### src/hdl/sp_pkg.sv
`default_nettype none
// Shared constants of the line-interface signaling port.
package sp_pkg;
  // Register indices as carried by the extended register operation.
  localparam logic [2:0] REG_FIXED_SIGNAL_IO          = 3'h0;
  localparam logic [2:0] REG_BIDIR_SIGNAL_DATA        = 3'h1;
  localparam logic [2:0] REG_BIDIR_SIGNAL_DIRECTION   = 3'h2;
  localparam logic [2:0] REG_THIRD_PIN_DATA_DIRECTION = 3'h3;
  localparam logic [2:0] REG_DEBOUNCE_RING_PERIOD     = 3'h4;

  // Operation byte layout: reset, fixed zero, read, fixed ones, length.
  localparam int         OP_RST_BIT  = 7;
  localparam int         OP_ZERO_BIT = 6;
  localparam int         OP_RW_BIT   = 5;
  localparam int         OP_TAG_MSB  = 4;
  localparam int         OP_TAG_LSB  = 3;
  localparam logic [1:0] OP_TAG_VAL  = 2'h3;
  localparam int         OP_LEN_MSB  = 2;

  // Field positions in the debounce and ring period register, and the third-pin data field.
  localparam int DEB_MSB  = 7;
  localparam int DEB_LSB  = 4;
  localparam int RING_MSB = 3;
  localparam int RING_LSB = 0;
  localparam int THIRD_DATA_LSB = 4;

  // Ring period codes that hold the output at a constant level.
  localparam logic [3:0] RING_HOLD_HIGH = 4'h0;
  localparam logic [3:0] RING_HOLD_LOW  = 4'hf;

  // Value of every register after any reset.
  localparam logic [7:0] REG_RESET = 8'h00;

  // Timing: one interval step, and the clock that counts it.
  localparam int unsigned STEP_MS  = 2;
  localparam int unsigned CLK_HZ   = 10000000;
  localparam int unsigned STEP_CYC = STEP_MS * (CLK_HZ / 1000);

  // Monitored input vector: fixed [7:0], bidir [15:8], third [19:16].
  localparam int          MON_W       = 20;
  localparam logic [19:0] MON_CH12    = 20'h30f0f;
  localparam logic [19:0] MON_CH34    = 20'hcf0f0;
  localparam logic [7:0]  PAIR_MASK2  = 8'h0f;
  localparam logic [7:0]  THIRD_MASK2 = 8'h33;
endpackage
`default_nettype wire

### src/hdl/sp_interval_timer.sv
`default_nettype none
// Cycle counter that pulses once per target cycles without a restart.
module sp_interval_timer #(
  parameter int CW = 18
) (
  input  wire logic          clk_i,
  input  wire logic          resetn_i,
  input  wire logic          restart_i,
  input  wire logic [CW-1:0] target_i,
  output logic               done_o
);
  logic [CW-1:0] count_r;

  if (CW < 2) begin : g_bad_width
    $error("sp_interval_timer: CW must be at least 2");
  end

  // A zero target never fires, so a disabled field stays quiet.
  always_ff @(posedge clk_i) begin
    if (!resetn_i) begin
      count_r <= '0;
      done_o  <= 1'b0;
    end else if (restart_i || (target_i == '0)) begin
      count_r <= '0;
      done_o  <= 1'b0;
    end else if (count_r == target_i - CW'(1)) begin
      count_r <= '0;
      done_o  <= 1'b1;
    end else begin
      count_r <= count_r + CW'(1);
      done_o  <= 1'b0;
    end
  end
endmodule
`default_nettype wire

### src/hdl/sp_signal_port.sv
// How it works
// - Fixed-register write drives fixed output pins.
// - Data register read returns input pin levels.
// - Data write drives only output-configured pins.
// - Direction bit 0 input, 1 output.
// - After reset all bidirectional pins are inputs.
// - Third-pin register: data high, direction low.
// - Third-pin read returns input pin levels.
// - Third-pin write drives output-configured pins.
// - Third-pin direction bit 0 input, 1 output.
// - Fifth register holds debounce and ring fields.
// - Stable input loads status and raises interrupt.
// - Debounce code k gives 2k milliseconds.
// - Debounce code zero disables debounce and interrupts.
// - Interrupt pin per channel pair.
// - Fixed-register read returns fixed input pins.
// - Length field sets count, highest register first.
// - Any reset clears all extended registers.
// - Ring code k gives 2k ms; 0 high, 15 low.
`default_nettype none
module sp_signal_port
  import sp_pkg::*;
#(
  parameter int          NUM_CH   = 4,
  parameter int unsigned STEP_CYCLES = STEP_CYC
) (
  input  wire logic       clk_i,
  input  wire logic       resetn_i,
  input  wire logic       op_valid_i,
  input  wire logic [7:0] op_byte_i,
  input  wire logic       wr_valid_i,
  input  wire logic [7:0] wr_byte_i,
  output logic            rd_valid_o,
  output logic      [7:0] rd_byte_o,
  output logic            busy_o,
  input  wire logic [7:0] fixed_ind_in_pin_i,
  output logic      [7:0] fixed_cmd_out_pin_o,
  input  wire logic [7:0] bidir_signal_pin_i,
  output logic      [7:0] bidir_signal_pin_o,
  output logic      [7:0] bidir_signal_pin_oe_o,
  input  wire logic [3:0] third_bidir_pin_i,
  output logic      [3:0] third_bidir_pin_o,
  output logic      [3:0] third_bidir_pin_oe_o,
  output logic            irq_pin_channels_low_o,
  output logic            irq_pin_channels_high_o,
  output logic            ring_generator_output_o
);
  localparam int CW = $clog2(15 * STEP_CYCLES + 1);

  if ((NUM_CH != 2 && NUM_CH != 4) || STEP_CYCLES < 2) begin : g_bad_cfg
    $error("sp_signal_port: NUM_CH must be 2 or 4, STEP_CYCLES >= 2");
  end

  typedef enum logic [1:0] {SP_IDLE, SP_WRITE, SP_READ} sp_state_t;

  // Channel masks; the two-channel part keeps channels three and four dead.
  localparam logic [7:0]  PAIR_M  = (NUM_CH == 2) ? PAIR_MASK2 : 8'hff;
  localparam logic [7:0]  THIRD_M = (NUM_CH == 2) ? THIRD_MASK2 : 8'hff;
  localparam logic [19:0] MON_M   = {THIRD_M[7:4], PAIR_M, PAIR_M};

  sp_state_t        state_r;
  sp_state_t        state_nxt;
  logic [2:0]       idx_r;
  logic [2:0]       idx_nxt;
  logic [7:0]       bidir_data_r;
  logic [3:0]       third_data_r;
  logic [7:0]       rd_mux;
  logic [7:0]       deb_ring_r;
  logic [7:0]       fixed_sync1_r;
  logic [7:0]       fixed_sync2_r;
  logic [7:0]       bidir_sync1_r;
  logic [7:0]       bidir_sync2_r;
  logic [3:0]       third_sync1_r;
  logic [3:0]       third_sync2_r;
  logic [MON_W-1:0] mon;
  logic [MON_W-1:0] mon_prev_r;
  logic [MON_W-1:0] stat_r;
  logic [MON_W-1:0] chg;
  logic [3:0]       deb_code;
  logic [3:0]       ring_code;
  logic [3:0]       ring_code_prev_r;
  logic             soft_rst;
  logic             clr;
  logic             op_ok;
  logic             rd_take;
  logic             wr_take;
  logic             deb_done;
  logic             ring_done;
  logic             load;

  // Converts a period code into clock cycles of the given unit.
  function automatic logic [CW-1:0] code_cycles(input logic [3:0] k,
                                                input int unsigned unit);
    return CW'(k) * CW'(unit);
  endfunction

  // Mask applied to a register byte so absent channels read and store zero.
  function automatic logic [7:0] chan_mask(input logic [2:0] idx);
    case (idx)
      REG_FIXED_SIGNAL_IO,
      REG_BIDIR_SIGNAL_DATA,
      REG_BIDIR_SIGNAL_DIRECTION:   chan_mask = PAIR_M;
      REG_THIRD_PIN_DATA_DIRECTION: chan_mask = THIRD_M;
      default:                      chan_mask = 8'hff;
    endcase
  endfunction

  // The software reset bit acts like the reset pin on all channels.
  assign soft_rst  = op_valid_i && op_byte_i[OP_RST_BIT];
  assign clr       = !resetn_i || soft_rst;
  assign op_ok     = op_valid_i && !op_byte_i[OP_RST_BIT] &&
                     !op_byte_i[OP_ZERO_BIT] &&
                     (op_byte_i[OP_TAG_MSB:OP_TAG_LSB] == OP_TAG_VAL);
  assign rd_take   = (state_r == SP_IDLE) && op_ok && op_byte_i[OP_RW_BIT];
  assign wr_take   = (state_r == SP_WRITE) && wr_valid_i;
  assign deb_code  = deb_ring_r[DEB_MSB:DEB_LSB];
  assign ring_code = deb_ring_r[RING_MSB:RING_LSB];

  // Transfer sequencer: length+1 bytes, index counting down to zero.
  always_comb begin
    state_nxt = state_r;
    idx_nxt   = idx_r;
    case (state_r)
      SP_IDLE: begin
        if (op_ok) begin
          state_nxt = op_byte_i[OP_RW_BIT] ? SP_READ : SP_WRITE;
          idx_nxt   = op_byte_i[OP_LEN_MSB:0];
        end
      end
      SP_WRITE: begin
        if (wr_valid_i) begin
          state_nxt = (idx_r == 3'h0) ? SP_IDLE : SP_WRITE;
          idx_nxt   = idx_r - 3'h1;
        end
      end
      SP_READ: begin
        state_nxt = (idx_r == 3'h0) ? SP_IDLE : SP_READ;
        idx_nxt   = idx_r - 3'h1;
      end
      default: begin
        state_nxt = SP_IDLE;
      end
    endcase
  end

  // Sequencer state and busy flag, both registered.
  always_ff @(posedge clk_i) begin
    if (clr) begin
      state_r <= SP_IDLE;
      idx_r   <= 3'h0;
      busy_o  <= 1'b0;
    end else begin
      state_r <= state_nxt;
      idx_r   <= idx_nxt;
      busy_o  <= (state_nxt != SP_IDLE);
    end
  end

  // Register writes; upper channel bits vanish on the small part.
  always_ff @(posedge clk_i) begin
    if (clr) begin
      fixed_cmd_out_pin_o   <= REG_RESET;
      bidir_data_r          <= REG_RESET;
      bidir_signal_pin_oe_o <= REG_RESET;
      third_data_r          <= REG_RESET[3:0];
      third_bidir_pin_oe_o  <= REG_RESET[3:0];
      deb_ring_r            <= REG_RESET;
    end else if (wr_take) begin
      case (idx_r)
        REG_FIXED_SIGNAL_IO:
          fixed_cmd_out_pin_o <= wr_byte_i & PAIR_M;
        REG_BIDIR_SIGNAL_DATA:
          bidir_data_r <= wr_byte_i & PAIR_M;
        REG_BIDIR_SIGNAL_DIRECTION:
          bidir_signal_pin_oe_o <= wr_byte_i & PAIR_M;
        REG_THIRD_PIN_DATA_DIRECTION: begin
          third_data_r         <= wr_byte_i[7:4] & THIRD_M[7:4];
          third_bidir_pin_oe_o <= wr_byte_i[3:0] & THIRD_M[3:0];
        end
        REG_DEBOUNCE_RING_PERIOD:
          deb_ring_r <= wr_byte_i;
        default: begin
        end
      endcase
    end
  end

  // Pin data outputs; the enable alone decides whether a pin is driven.
  always_ff @(posedge clk_i) begin
    if (clr) begin
      bidir_signal_pin_o <= 8'h00;
      third_bidir_pin_o  <= 4'h0;
    end else begin
      bidir_signal_pin_o <= bidir_data_r;
      third_bidir_pin_o  <= third_data_r;
    end
  end

  // Read data: input pins show their status, output pins their data.
  always_comb begin
    case (idx_r)
      REG_FIXED_SIGNAL_IO:
        rd_mux = stat_r[7:0];
      REG_BIDIR_SIGNAL_DATA:
        rd_mux = (stat_r[15:8] & ~bidir_signal_pin_oe_o) |
                 (bidir_data_r & bidir_signal_pin_oe_o);
      REG_BIDIR_SIGNAL_DIRECTION:
        rd_mux = bidir_signal_pin_oe_o;
      REG_THIRD_PIN_DATA_DIRECTION:
        rd_mux = {(stat_r[19:16] & ~third_bidir_pin_oe_o) |
                  (third_data_r & third_bidir_pin_oe_o),
                  third_bidir_pin_oe_o};
      REG_DEBOUNCE_RING_PERIOD:
        rd_mux = deb_ring_r;
      default:
        rd_mux = 8'h00;
    endcase
  end

  // Read stream: one byte per cycle, highest register first.
  always_ff @(posedge clk_i) begin
    if (clr) begin
      rd_valid_o <= 1'b0;
      rd_byte_o  <= 8'h00;
    end else begin
      rd_valid_o <= (state_r == SP_READ);
      rd_byte_o  <= (state_r == SP_READ) ?
                    (rd_mux & chan_mask(idx_r)) : 8'h00;
    end
  end

  // Two-stage synchronisers; only the second stage is looked at.
  always_ff @(posedge clk_i) begin
    if (!resetn_i) begin
      fixed_sync1_r <= 8'h00;
      fixed_sync2_r <= 8'h00;
      bidir_sync1_r <= 8'h00;
      bidir_sync2_r <= 8'h00;
      third_sync1_r <= 4'h0;
      third_sync2_r <= 4'h0;
    end else begin
      fixed_sync1_r <= fixed_ind_in_pin_i;
      fixed_sync2_r <= fixed_sync1_r;
      bidir_sync1_r <= bidir_signal_pin_i;
      bidir_sync2_r <= bidir_sync1_r;
      third_sync1_r <= third_bidir_pin_i;
      third_sync2_r <= third_sync1_r;
    end
  end

  // Only pins configured as inputs are monitored.
  assign mon = {third_sync2_r & ~third_bidir_pin_oe_o,
                bidir_sync2_r & ~bidir_signal_pin_oe_o,
                fixed_sync2_r} & MON_M;
  assign chg  = mon ^ stat_r;
  assign load = (deb_code != 4'h0) && deb_done && (mon == mon_prev_r);

  // Stability timer: any wiggle starts the wait again from zero.
  sp_interval_timer #(.CW(CW)) u_deb_timer (
    .clk_i     (clk_i),
    .resetn_i  (resetn_i),
    .restart_i (clr || (deb_code == 4'h0) ||
                (mon != mon_prev_r) || (mon == stat_r)),
    .target_i  (code_cycles(deb_code, STEP_CYCLES)),
    .done_o    (deb_done)
  );

  // Status registers: follow the pins directly when debounce is off.
  always_ff @(posedge clk_i) begin
    if (clr) begin
      mon_prev_r <= '0;
      stat_r     <= '0;
    end else begin
      mon_prev_r <= mon;
      if (deb_code == 4'h0) begin
        stat_r <= mon;
      end else if (load) begin
        stat_r <= mon;
      end
    end
  end

  // Interrupt levels per channel pair; a new event beats the read clear.
  always_ff @(posedge clk_i) begin
    if (clr) begin
      irq_pin_channels_low_o  <= 1'b0;
      irq_pin_channels_high_o <= 1'b0;
    end else begin
      if (load && |(chg & MON_CH12)) begin
        irq_pin_channels_low_o <= 1'b1;
      end else if (rd_take) begin
        irq_pin_channels_low_o <= 1'b0;
      end
      if (load && |(chg & MON_CH34)) begin
        irq_pin_channels_high_o <= 1'b1;
      end else if (rd_take) begin
        irq_pin_channels_high_o <= 1'b0;
      end
    end
  end

  // Ring generator: toggles every half period, restarts on a code change.
  sp_interval_timer #(.CW(CW)) u_ring_timer (
    .clk_i     (clk_i),
    .resetn_i  (resetn_i),
    .restart_i (clr || (ring_code != ring_code_prev_r)),
    .target_i  (code_cycles(ring_code, STEP_CYCLES / 2)),
    .done_o    (ring_done)
  );

  // Fixed codes hold the level; the others square-wave at 2k ms.
  always_ff @(posedge clk_i) begin
    if (clr) begin
      ring_code_prev_r        <= 4'h0;
      ring_generator_output_o <= 1'b1;
    end else begin
      ring_code_prev_r <= ring_code;
      if (ring_code == RING_HOLD_HIGH) begin
        ring_generator_output_o <= 1'b1;
      end else if (ring_code == RING_HOLD_LOW) begin
        ring_generator_output_o <= 1'b0;
      end else if (ring_done) begin
        ring_generator_output_o <= !ring_generator_output_o;
      end
    end
  end
endmodule
`default_nettype wire

### config.mk
export PLATFORM = sky130hd
export DESIGN_NAME = sp_signal_port
export DESIGN_NICKNAME = d
export VERILOG_FILES = /design/src/hdl/sp_pkg.sv /design/src/hdl/sp_interval_timer.sv /design/src/hdl/sp_signal_port.sv
export SDC_FILE = /design/constraint.sdc
export NUM_CORES = 1
export LEC_CHECK = 0
export BUFFER_PORTS_ARGS = -buffer_cell sky130_fd_sc_hd__buf_2
export CORE_MARGIN = 4
export CORE_UTILIZATION = 37
export DETAILED_ROUTE_END_ITERATION = 7
export RECOVER_POWER = 25
export SYNTH_ARGS = -nofsm -noshare
export SYNTH_HDL_FRONTEND = slang
export SYNTH_SLANG_ARGS = --single-unit
### constraint.sdc
create_clock -name clk_i -period 9.45 [get_ports clk_i]
set_input_delay 1.89 -clock clk_i [delete_from_list [all_inputs] [get_ports clk_i]]
set_output_delay 1.89 -clock clk_i [all_outputs]
set_load 0.005 [all_outputs]
==> summary.txt, run 1 <==
Synth
  • Yosys Warn Count: 0
  • Async SR Flop Fraction: 0%
  • Mapped Area: 9198 um2
  • Fraction of the yosys area taken by sequential cells: 42.23%
  • Post-Syn Instances: 1021
  • Synth Net Count: 1113
  • Mapped Avg Cell Area: 9.008 um2
  • EDFF count, synth: 0
  • Library cells used by synthesis: 58
  • FF+latch count, synth: 194
  • Ys flop type: dfxtp_1

Critical path
  • Startpoint Class: input port
  • Worst Path Max Fanout: 75
  • Worst path arrival time: 5.28 ns
  • Req. time, crit path: 9.82 ns
  • CP Class: input port to register
  • CP endpoint kind: register

Floorplanning
  • I/O Pins: 85
  • Row cnt: 57
  • Core ar.: 24390 um2
  • Starting Density: 37.71%
  • Width of the die: 165.7 um
  • Die span in y: 165.7 um
  • Die area: 27440 um2

STA
  • Worst-margin pin slew: 2.530 ns
  • Worst clock skew: 0.01284 ns
  • Fmax: 203.4 MHz
  • Final hold vios: 0
  • Unrepaired setup endpoints after global routing: no
  • Setup violators final: 0
  • Slew margin rel.: -68.64%
  • Setup TNS: 0 ns
  • Max Slew Vio Count: 76
  • Final worst-path cycle share: 52.02%
  • Clock period minus worst slack: 4.916 ns

Clock network
  • Clock latency on the worst-skew pair: 0.44 ns
  • Clock root cell: clkbuf_16
  • TritonCTS Buffers: 17
  • Total clock sinks: 194
  • CTS tree: done
  • Longest Clk Path Bufs: 2
  • CTS Hold Buffers Added: 0
  • H-tree level count: 4
  • Post_cts resized: 0
  • Clock Pin Slew Worst Setup and Hold Paths: 0.07 ns
  • Post-CTS Setup Bufs: 0

Run status
  • Failing checks: capacitance limit, slew limit
  • Status: finished, violations left

Route
  • Initial DRC count: 513
  • Router iterations before antenna repair: 5
  • DRC viols: 0
  • Number of vias in the routed layout: 7072
  • Antenna-violating nets left: 0
  • Total Routed Length: 21770 um
  • WL/cell: 15.29 um
  • Vias per cell: 4.966

Global route
  • GRT Util Overall: 15.79%
  • GRT overflow: 0
  • Initial antenna violation count: 0
  • Vias in the first global route: 6661
  • Largest net degree at the start of global routing: 76
  • First-pass GRT wire length: 35670 um

Pwr
  • Worst VDD drop: 0.09948 mV
  • Power per cell area: 157.7 nW/um2
  • Pleak: 4.330 nW

Cells and area
  • Finished Core Util: 43.10%
  • Layout cells sized above 1: 12.82%
  • Commonest non-fill, non-tap cell in the layout: dfxtp_1
  • Leading cell types in the layout, fill and taps excluded: 194 x dfxtp_1, 126 x nand2_1, 84 x buf_2, 81 x nor2_1, 72 x xnor2_1
  • # diodes: 0
  • Synthesis-to-layout area growth: 14.28%
  • Nets: 1179

Placed design
  • PortBufs: 84
  • RD Place Congestion: 0.8138
  • Post-detail-place hpwl: 15520 um

Hold path
  • HP Class: register to register

Run
  • Number of max-cap violations: 1
[layout make-up]
class	instances	area (um2)
clock buffers	20	456.7
clock inverters	12	160.2
fillers	2385	13880
inverters	27	101.3
multi-input cells	758	5050
flip-flops and latches	194	3884
well taps	324	405.4
repair buffers	89	454.2
[worst max-delay path: stages]
cell and delay [ns]:
buf_2 0.07, clkbuf_1 1.78, and2_1 0.38, nand2_1 0.06
nor4_1 0.39, o31a_1 0.31, o41ai_4 0.22, a21oi_1 0.16
[power by group]
part | internal (W) | switching [W]
clock network | 0.000415 | 0.000342
logic | 0.0000265 | 0.0000373
registers | 0.000829 | 0.00000675
total | 0.00127 | 0.000387
[sequential cells by signal, summed over array words and instances, names as in the netlist, 3 cells and up]
signal / count
bidir_data_r: 8
bidir_signal_pin_o: 8
bidir_signal_pin_oe_o: 8
bidir_sync1_r: 8
bidir_sync2_r: 8
deb_ring_r: 8
fixed_cmd_out_pin_o: 8
fixed_sync1_r: 8
fixed_sync2_r: 8
idx_r: 3
mon_prev_r: 20
rd_byte_o: 8
ring_code_prev_r: 4
stat_r: 20
third_bidir_pin_o: 4
third_bidir_pin_oe_o: 4
third_data_r: 4
third_sync1_r: 4
third_sync2_r: 4
u_deb_timer.count_r: 19
u_ring_timer.count_r: 19
[stage by stage]
| stage | setup WS (ns) | std cells | hold slack, ns | total power, W | area (um2) |
|---|---|---|---|---|---|
| after floorplan | 5.420 | 1021 | 0.4119 | 0.0008937 | 9198 |
| after global placement | 5.003 | 1392 | 0.4141 | 0.0009189 | 9898 |
| after detailed placement | 4.818 | 1392 | 0.4169 | 0.0009197 | 9898 |
| after CTS | 4.802 | 1424 | 0.4352 | 0.001678 | 10520 |
| after global routing | 4.051 | 1424 | 0.4423 | 0.001718 | 10510 |
| final | 4.534 | 1424 | 0.4341 | 0.001657 | 10510 |
[metal layers]
layer,vias up,global-route usage (%),part of all wire (%)
met5,-,0,0
met4,0,4.950,2.2
met3,30,3.051,4.5
met2,168,25.07,46
met1,3291,21.78,48
li1,3583,-,-
[kinds of logic (layout without fill, tap and decap cells)]
family / count (synthesis) / count (layout) / synth area share (%)
xor gates and xnor gates: 123 / 123 / 11.86
adders and majority gates: 52 / 52 / 7.564
and+or+nand+nor: 424 / 424 / 23.17
DFF: 194 / 194 / 42.23
AOI/OAI and AO/OA: 131 / 131 / 9.114
muxes: 28 / 28 / 3.129
buffers and inverters: 69 / 148 / 2.938
[Yosys cell counts, drive strengths merged, types with 3 or more instances]
master,instances,area (um2)
ha,46,575.6
a31oi,9,56.30
nand2,127,476.7
mux2,6,67.56
nor2,81,304.0
a222oi,4,40.04
a211o,4,35.03
or2,8,50.05
o31ai,3,22.52
inv,27,101.4
a21oi,69,345.3
nor3,29,145.1
dfxtp,194,3884
o211ai,3,27.52
nand4,17,106.4
nor2b,20,125.1
clkbuf,35,131.4
a21o,6,45.04
o21ai,6,30.03
and2,47,294.0
nor4,11,90.08
xnor2,72,630.6
a211oi,3,22.52
mux2i,22,220.2
o22ai,6,37.54
nand2b,6,37.54
a221oi,4,35.03
xor2,50,437.9
nand3,24,120.1
buf,7,37.53
and3,40,250.2
fa,6,120.1
[final timing paths]
path / start / endpoint / slack, ns / depth (start not counted)
max reg2reg: deb_ring_r[2] / u_ring_timer.count_r[14] / 4.85 / 14
min reg2reg: third_sync1_r[1] / third_sync2_r[1] / 0.43 / 1
min: third_sync1_r[1] / third_sync2_r[1] / 0.43 / 1
max: resetn_i / u_ring_timer.count_r[8] / 4.53 / 8
Note: power is estimated with default switching activity, not from simulation.
==> run 2: changes to the inputs <==
Clock period 9.45 ns to 4.4 ns, I/O delays scaled along.
==> summary.txt, run 2 (synthesized netlist as in run 1, its figures left out) <==
Run status
  • Status: finished, violations left
  • Failing checks: capacitance limit, slew limit

Route
  • Vias per cell: 4.939
  • Total Routed Length: 21890 um
  • Number of vias in the routed layout: 7067
  • Initial DRC count: 492
  • WL/cell: 15.30 um
  • Router iterations before antenna repair: 5
  • DRC viols: 0
  • Antenna-violating nets left: 0

Clock network
  • Total clock sinks: 194
  • Longest Clk Path Bufs: 2
  • CTS tree: done
  • Post_cts resized: 0
  • TritonCTS Buffers: 17
  • CTS Hold Buffers Added: 0
  • Clock root cell: clkbuf_16
  • Clock Pin Slew Worst Setup and Hold Paths: 0.07 ns
  • Clock latency on the worst-skew pair: 0.43 ns
  • Post-CTS Setup Bufs: 0
  • H-tree level count: 4

STA
  • Setup TNS: 0 ns
  • Max Slew Vio Count: 65
  • Post-route setup slack: 0.3879 ns
  • Worst clock skew: 0.01174 ns
  • Clock period minus worst slack: 4.012 ns
  • Fmax: 249.2 MHz
  • Unrepaired setup endpoints after global routing: no
  • Setup violators final: 0
  • Final worst-path cycle share: 91.19%
  • Slew margin rel.: -30.02%
  • Worst-margin pin slew: 1.950 ns
  • Final hold vios: 0

Cells and area
  • Leading cell types in the layout, fill and taps excluded: 193 x dfxtp_1, 126 x nand2_1, 82 x buf_2, 81 x nor2_1, 72 x xnor2_1
  • Synthesis-to-layout area growth: 14.31%
  • Layout cells sized above 1: 13.37%
  • # diodes: 0
  • Top Registers: mon_prev_r: 20 flops, stat_r: 20 flops
  • Nets: 1186
  • Commonest non-fill, non-tap cell in the layout: dfxtp_1

Floorplanning
  • Die span in y: 165.7 um
  • Row cnt: 57
  • Width of the die: 165.7 um
  • Die area: 27440 um2
  • Core ar.: 24390 um2
  • Starting Density: 37.71%
  • I/O Pins: 85

Global route
  • Initial antenna violation count: 0
  • GRT overflow: 0
  • GR peak layer: met2
  • Vias in the first global route: 6735
  • GRT Util Overall: 15.79%
  • Largest net degree at the start of global routing: 72
  • Routing usage on met1: 21.35%
  • First-pass GRT wire length: 35700 um
  • M2 GR Usage: 25.32%
  • M3 GR Usage: 2.645%

Critical path
  • Worst path arrival time: 4.29 ns
  • CP Class: register to register
  • CP endpoint kind: register
  • Worst Path Max Fanout: 18
  • Startpoint Class: register
  • Req. time, crit path: 4.67 ns

Pwr
  • Pleak: 4.345 nW
  • Comb power frac: 4.0%
  • Sequential Power Share: 52.1%
  • Worst VDD drop: 0.2243 mV
  • Sw Ratio: 24.07%
  • Clock share of power: 43.9%
  • P_sw: 0.0008288 W
  • Power per cell area: 327.5 nW/um2
  • Int Pwr: 0.002614 W

Run
  • Number of max-cap violations: 1

Placed design
  • PortBufs: 84
  • RD Place Congestion: 0.8338
  • Post-detail-place hpwl: 15980 um
  • Setup WS pre-CTS: 0.2463 ns

Hold path
  • HP Class: register to register
==> run 2: changes by cell type in the layout (fill, tap and decap cells not counted), moves of 2 or more <==
cell       previous run  this run
buf_4                 4        11
and2_0               14        18
and2_1               33        29
buf_2                84        82
bufinv_16             2         0
clkinv_2              0         2
==> run 2: final timing paths <==
| check | slack, ns | end | cells after the start | startpoint |
|---|---|---|---|---|
| worst min-delay path | 0.43 | bidir_sync2_r[0] | 1 | bidir_sync1_r[0] |
| worst max-delay path | 0.39 | u_deb_timer.count_r[7] | 15 | deb_ring_r[5] |
| worst max register to register | 0.39 | u_deb_timer.count_r[7] | 15 | deb_ring_r[5] |
| worst min register to register | 0.43 | bidir_sync2_r[0] | 1 | bidir_sync1_r[0] |
==> run 2: through the flow <==
| stage | util [%] | power [W] | instances | instance area (um2) | hold WS [ns] |
|---|---|---|---|---|---|
| floorplan | - | 0.001920 | 1021 | 9198 | 0.4119 |
| global placement | 40.80 | 0.001973 | 1399 | 9951 | 0.4143 |
| detailed placement | 40.80 | 0.001975 | 1399 | 9951 | 0.4177 |
| CTS | 43.13 | 0.003483 | 1431 | 10520 | 0.4349 |
| global route | 43.11 | 0.003567 | 1431 | 10510 | 0.4458 |
| finish | 43.11 | 0.003443 | 1431 | 10510 | 0.4337 |
==> run 2: metal layers <==
| layer | part of all wire, % | vias up |
|---|---|---|
| met2 | 45 | 145 |
| met4 | 2.9 | 0 |
| li1 | - | 3607 |
| met3 | 3.6 | 30 |
| met1 | 48 | 3285 |
| met5 | 0 | - |
==> run 2: power by group through the flow <==
stage	sequential [W]	clock, W	combinational, W
2_1_floorplan	0.00183	0	0.0000876
3_3_place_gp	0.00184	0	0.000137
3_5_place_dp	0.00184	0	0.000139
4_1_cts	0.00180	0.00155	0.000139
5_1_grt	0.00180	0.00162	0.000154
6_report	0.00180	0.00151	0.000136
==> run 2: cell type report <==
| cell class | instances | area (um2) |
|---|---|---|
| well taps | 324 | 405.4 |
| flip-flops and latches | 194 | 3885 |
| inverters | 27 | 101.3 |
| fillers | 2449 | 13880 |
| clock buffers | 19 | 452.9 |
| clock inverters | 13 | 115.1 |
| repair buffers | 96 | 504.2 |
| multi-input cells | 758 | 5050 |
==> run 2: worst max-delay path, cell delays in order, from the launching register on <==
cell	delay (ns)
dfxtp_1	0.49
inv_1	0.17
ha_1	0.33
ha_1	0.28
ha_1	0.16
inv_1	0.06
fa_1	0.39
nor2b_1	0.17
o22ai_1	0.11
xnor2_1	0.42
nor4_2	0.13
a311o_1	0.38
a211oi_1	0.19
nor4b_4	0.22
buf_4	0.26
nor3_1	0.09
==> run 3: changes to the inputs <==
Clock period 4.4 ns to 3.53 ns, I/O delays scaled along.
==> summary.txt, run 3 (synthesized netlist as in run 1, its figures left out) <==
Run status
  • Status: finished, violations left
  • Failing checks: setup timing

Critical path
  • CP Class: register to register
  • Worst path arrival time: 3.91 ns
  • Buf/Inv on CP: 3
  • R2r setup slk: -0.07 ns
  • CP endpoint kind: register
  • Worst-path cell chain: fa_1 > ha_4 > inv_2 > fa_2 > xnor2_2 > or4_4 > a21oi_4 > xnor3_1 > nand4_1 > a211oi_2 > nor4b_4 > buf_6 > clkbuf_16 > nor3_1
  • Startpoint Class: register
  • Reg2reg path depth: 14
  • Req. time, crit path: 3.84 ns
  • Crit path depth: 14
  • Worst path top cell family by delay: adder cells
  • Worst Path Max Fanout: 9
  • Max stage delay on crit path: 0.53 ns
  • Slowest CP cell: fa_1

STA
  • Worst clock skew: 0.01043 ns
  • Worst-margin pin slew: 0.8084 ns
  • Clock period minus worst slack: 3.601 ns
  • Min Hold Slack: 0.4316 ns
  • Slew margin rel.: 46.03%
  • Final hold vios: 0
  • Fmax: 277.7 MHz
  • Unrepaired setup endpoints after global routing: yes
  • Final worst-path cycle share: 102.0%
  • Setup violators final: 18
  • Post-route setup slack: -0.07144 ns
  • Max Slew Vio Count: 0

Global route
  • GRT Util Overall: 16.52%
  • Largest net degree at the start of global routing: 75
  • Initial antenna violation count: 1
  • GRT overflow: 0
  • Vias in the first global route: 7158
  • First-pass GRT wire length: 37370 um

Route
  • WL/cell: 15.56 um
  • DRC viols: 0
  • Initial DRC count: 474
  • Antenna-violating nets left: 0
  • Router iterations before antenna repair: 5
  • Total Routed Length: 22830 um
  • Vias per cell: 4.971
  • Number of vias in the routed layout: 7293

Clock network
  • Longest Clk Path Bufs: 2
  • Clock Pin Slew Worst Setup and Hold Paths: 0.07 ns
  • Total clock sinks: 194
  • Clock root cell: clkbuf_16
  • Clock latency on the worst-skew pair: 0.43 ns
  • TritonCTS Buffers: 17
  • H-tree level count: 4
  • CTS tree: done

Floorplanning
  • Die area: 27440 um2
  • I/O Pins: 85
  • Die span in y: 165.7 um
  • Row cnt: 57
  • Starting Density: 37.71%
  • Width of the die: 165.7 um
  • Core ar.: 24390 um2

Placed design
  • Setup WS pre-CTS: -0.1602 ns
  • Post-detail-place hpwl: 16460 um
  • RD Place Congestion: 0.8321
  • PortBufs: 84

Hold path
  • Hold path cells: 1
  • HP Class: register to register

Cells and area
  • Top Registers: mon_prev_r: 20 flops, stat_r: 20 flops
  • Layout cells sized above 1: 20.58%
  • Leading cell types in the layout, fill and taps excluded: 188 x dfxtp_1, 125 x nand2_1, 83 x buf_2, 80 x nor2_1, 67 x xnor2_1
  • Nets: 1221
  • Synthesis-to-layout area growth: 22.39%
  • Commonest non-fill, non-tap cell in the layout: dfxtp_1

Pwr
  • Pleak: 4.665 nW
  • Worst VDD drop: 0.2689 mV
  • Tot Pwr: 0.004400 W
  • Power per cell area: 390.9 nW/um2

Run
  • Number of max-cap violations: 0
## run 3: cell count changes in the layout (fill, tap and decap cells not counted), sizes merged
cell | previous run | this run
buf | 93 | 128
bufinv | 0 | 2
clkinv | 4 | 3
clkinvlp | 1 | 0
diode | 0 | 1
## run 3: worst paths after layout
path	startpoint	to
worst max-delay path	deb_ring_r[7]	u_deb_timer.count_r[10]
worst min-delay path	third_sync1_r[1]	third_sync2_r[1]
worst max register to register	deb_ring_r[7]	u_deb_timer.count_r[10]
worst min register to register	third_sync1_r[1]	third_sync2_r[1]
## run 3: where the power goes
| group | internal, W | switching, W | leakage [nW] |
|---|---|---|---|
| logic | 0.0000714 | 0.000102 | 2.79 |
| clock network | 0.00109 | 0.000897 | 0.300 |
| registers | 0.00222 | 0.0000187 | 1.58 |
| total | 0.00338 | 0.00102 | 4.67 |
## run 3: worst reg2reg max path, delay by kind of cell, from the launching register on
kind	cells	cell delay, ns
compound gates	2	0.37
xor+xnor	2	0.30
simple gates	4	0.89
flops	1	0.35
fa+ha+maj	3	1.21
buf+inv	3	0.37
## run 3: what timing repair did
action                     4_1_cts  5_1_grt
hold buffers                     0        0
buffers inserted                 3        8
setup endpoints to repair       33       36
resized for setup                5       41
pin swaps                       13       18
cloned                           0        2
## run 3: metrics by stage
stage | cells | utilization [%] | area (um2) | TNS, ns
2_1_floorplan | 1021 | - | 9326 | -0.4759
3_5_place_dp | 1421 | 42.07 | 10260 | -2.700
5_1_grt | 1467 | 46.15 | 11260 | -5.123
6_report | 1467 | 46.15 | 11260 | -0.9160
3_3_place_gp | 1421 | 42.07 | 10260 | -0.03803
4_1_cts | 1456 | 44.82 | 10930 | -1.273
## run 3: cell type report
type	instances	area [um2]
Fill cell	2396	13130
Multi-Input combinational cell	758	5371
Sequential cell	194	3901
Timing Repair Buffer	131	859.6
Clock buffer	19	442.9
Tap cell	324	405.4
Clock inverter	13	165.2
Inverter	27	108.9
Antenna cell	1	2.502
## run 3: per-layer routing
| layer | GRT usage (%) | part of all wire, % | vias up |
|---|---|---|---|
| met5 | 0 | 0 | - |
| met4 | 5.631 | 2.4 | 0 |
| met3 | 2.526 | 3.5 | 38 |
| met2 | 27.04 | 47 | 143 |
| met1 | 22.35 | 47 | 3430 |
| li1 | - | - | 3682 |
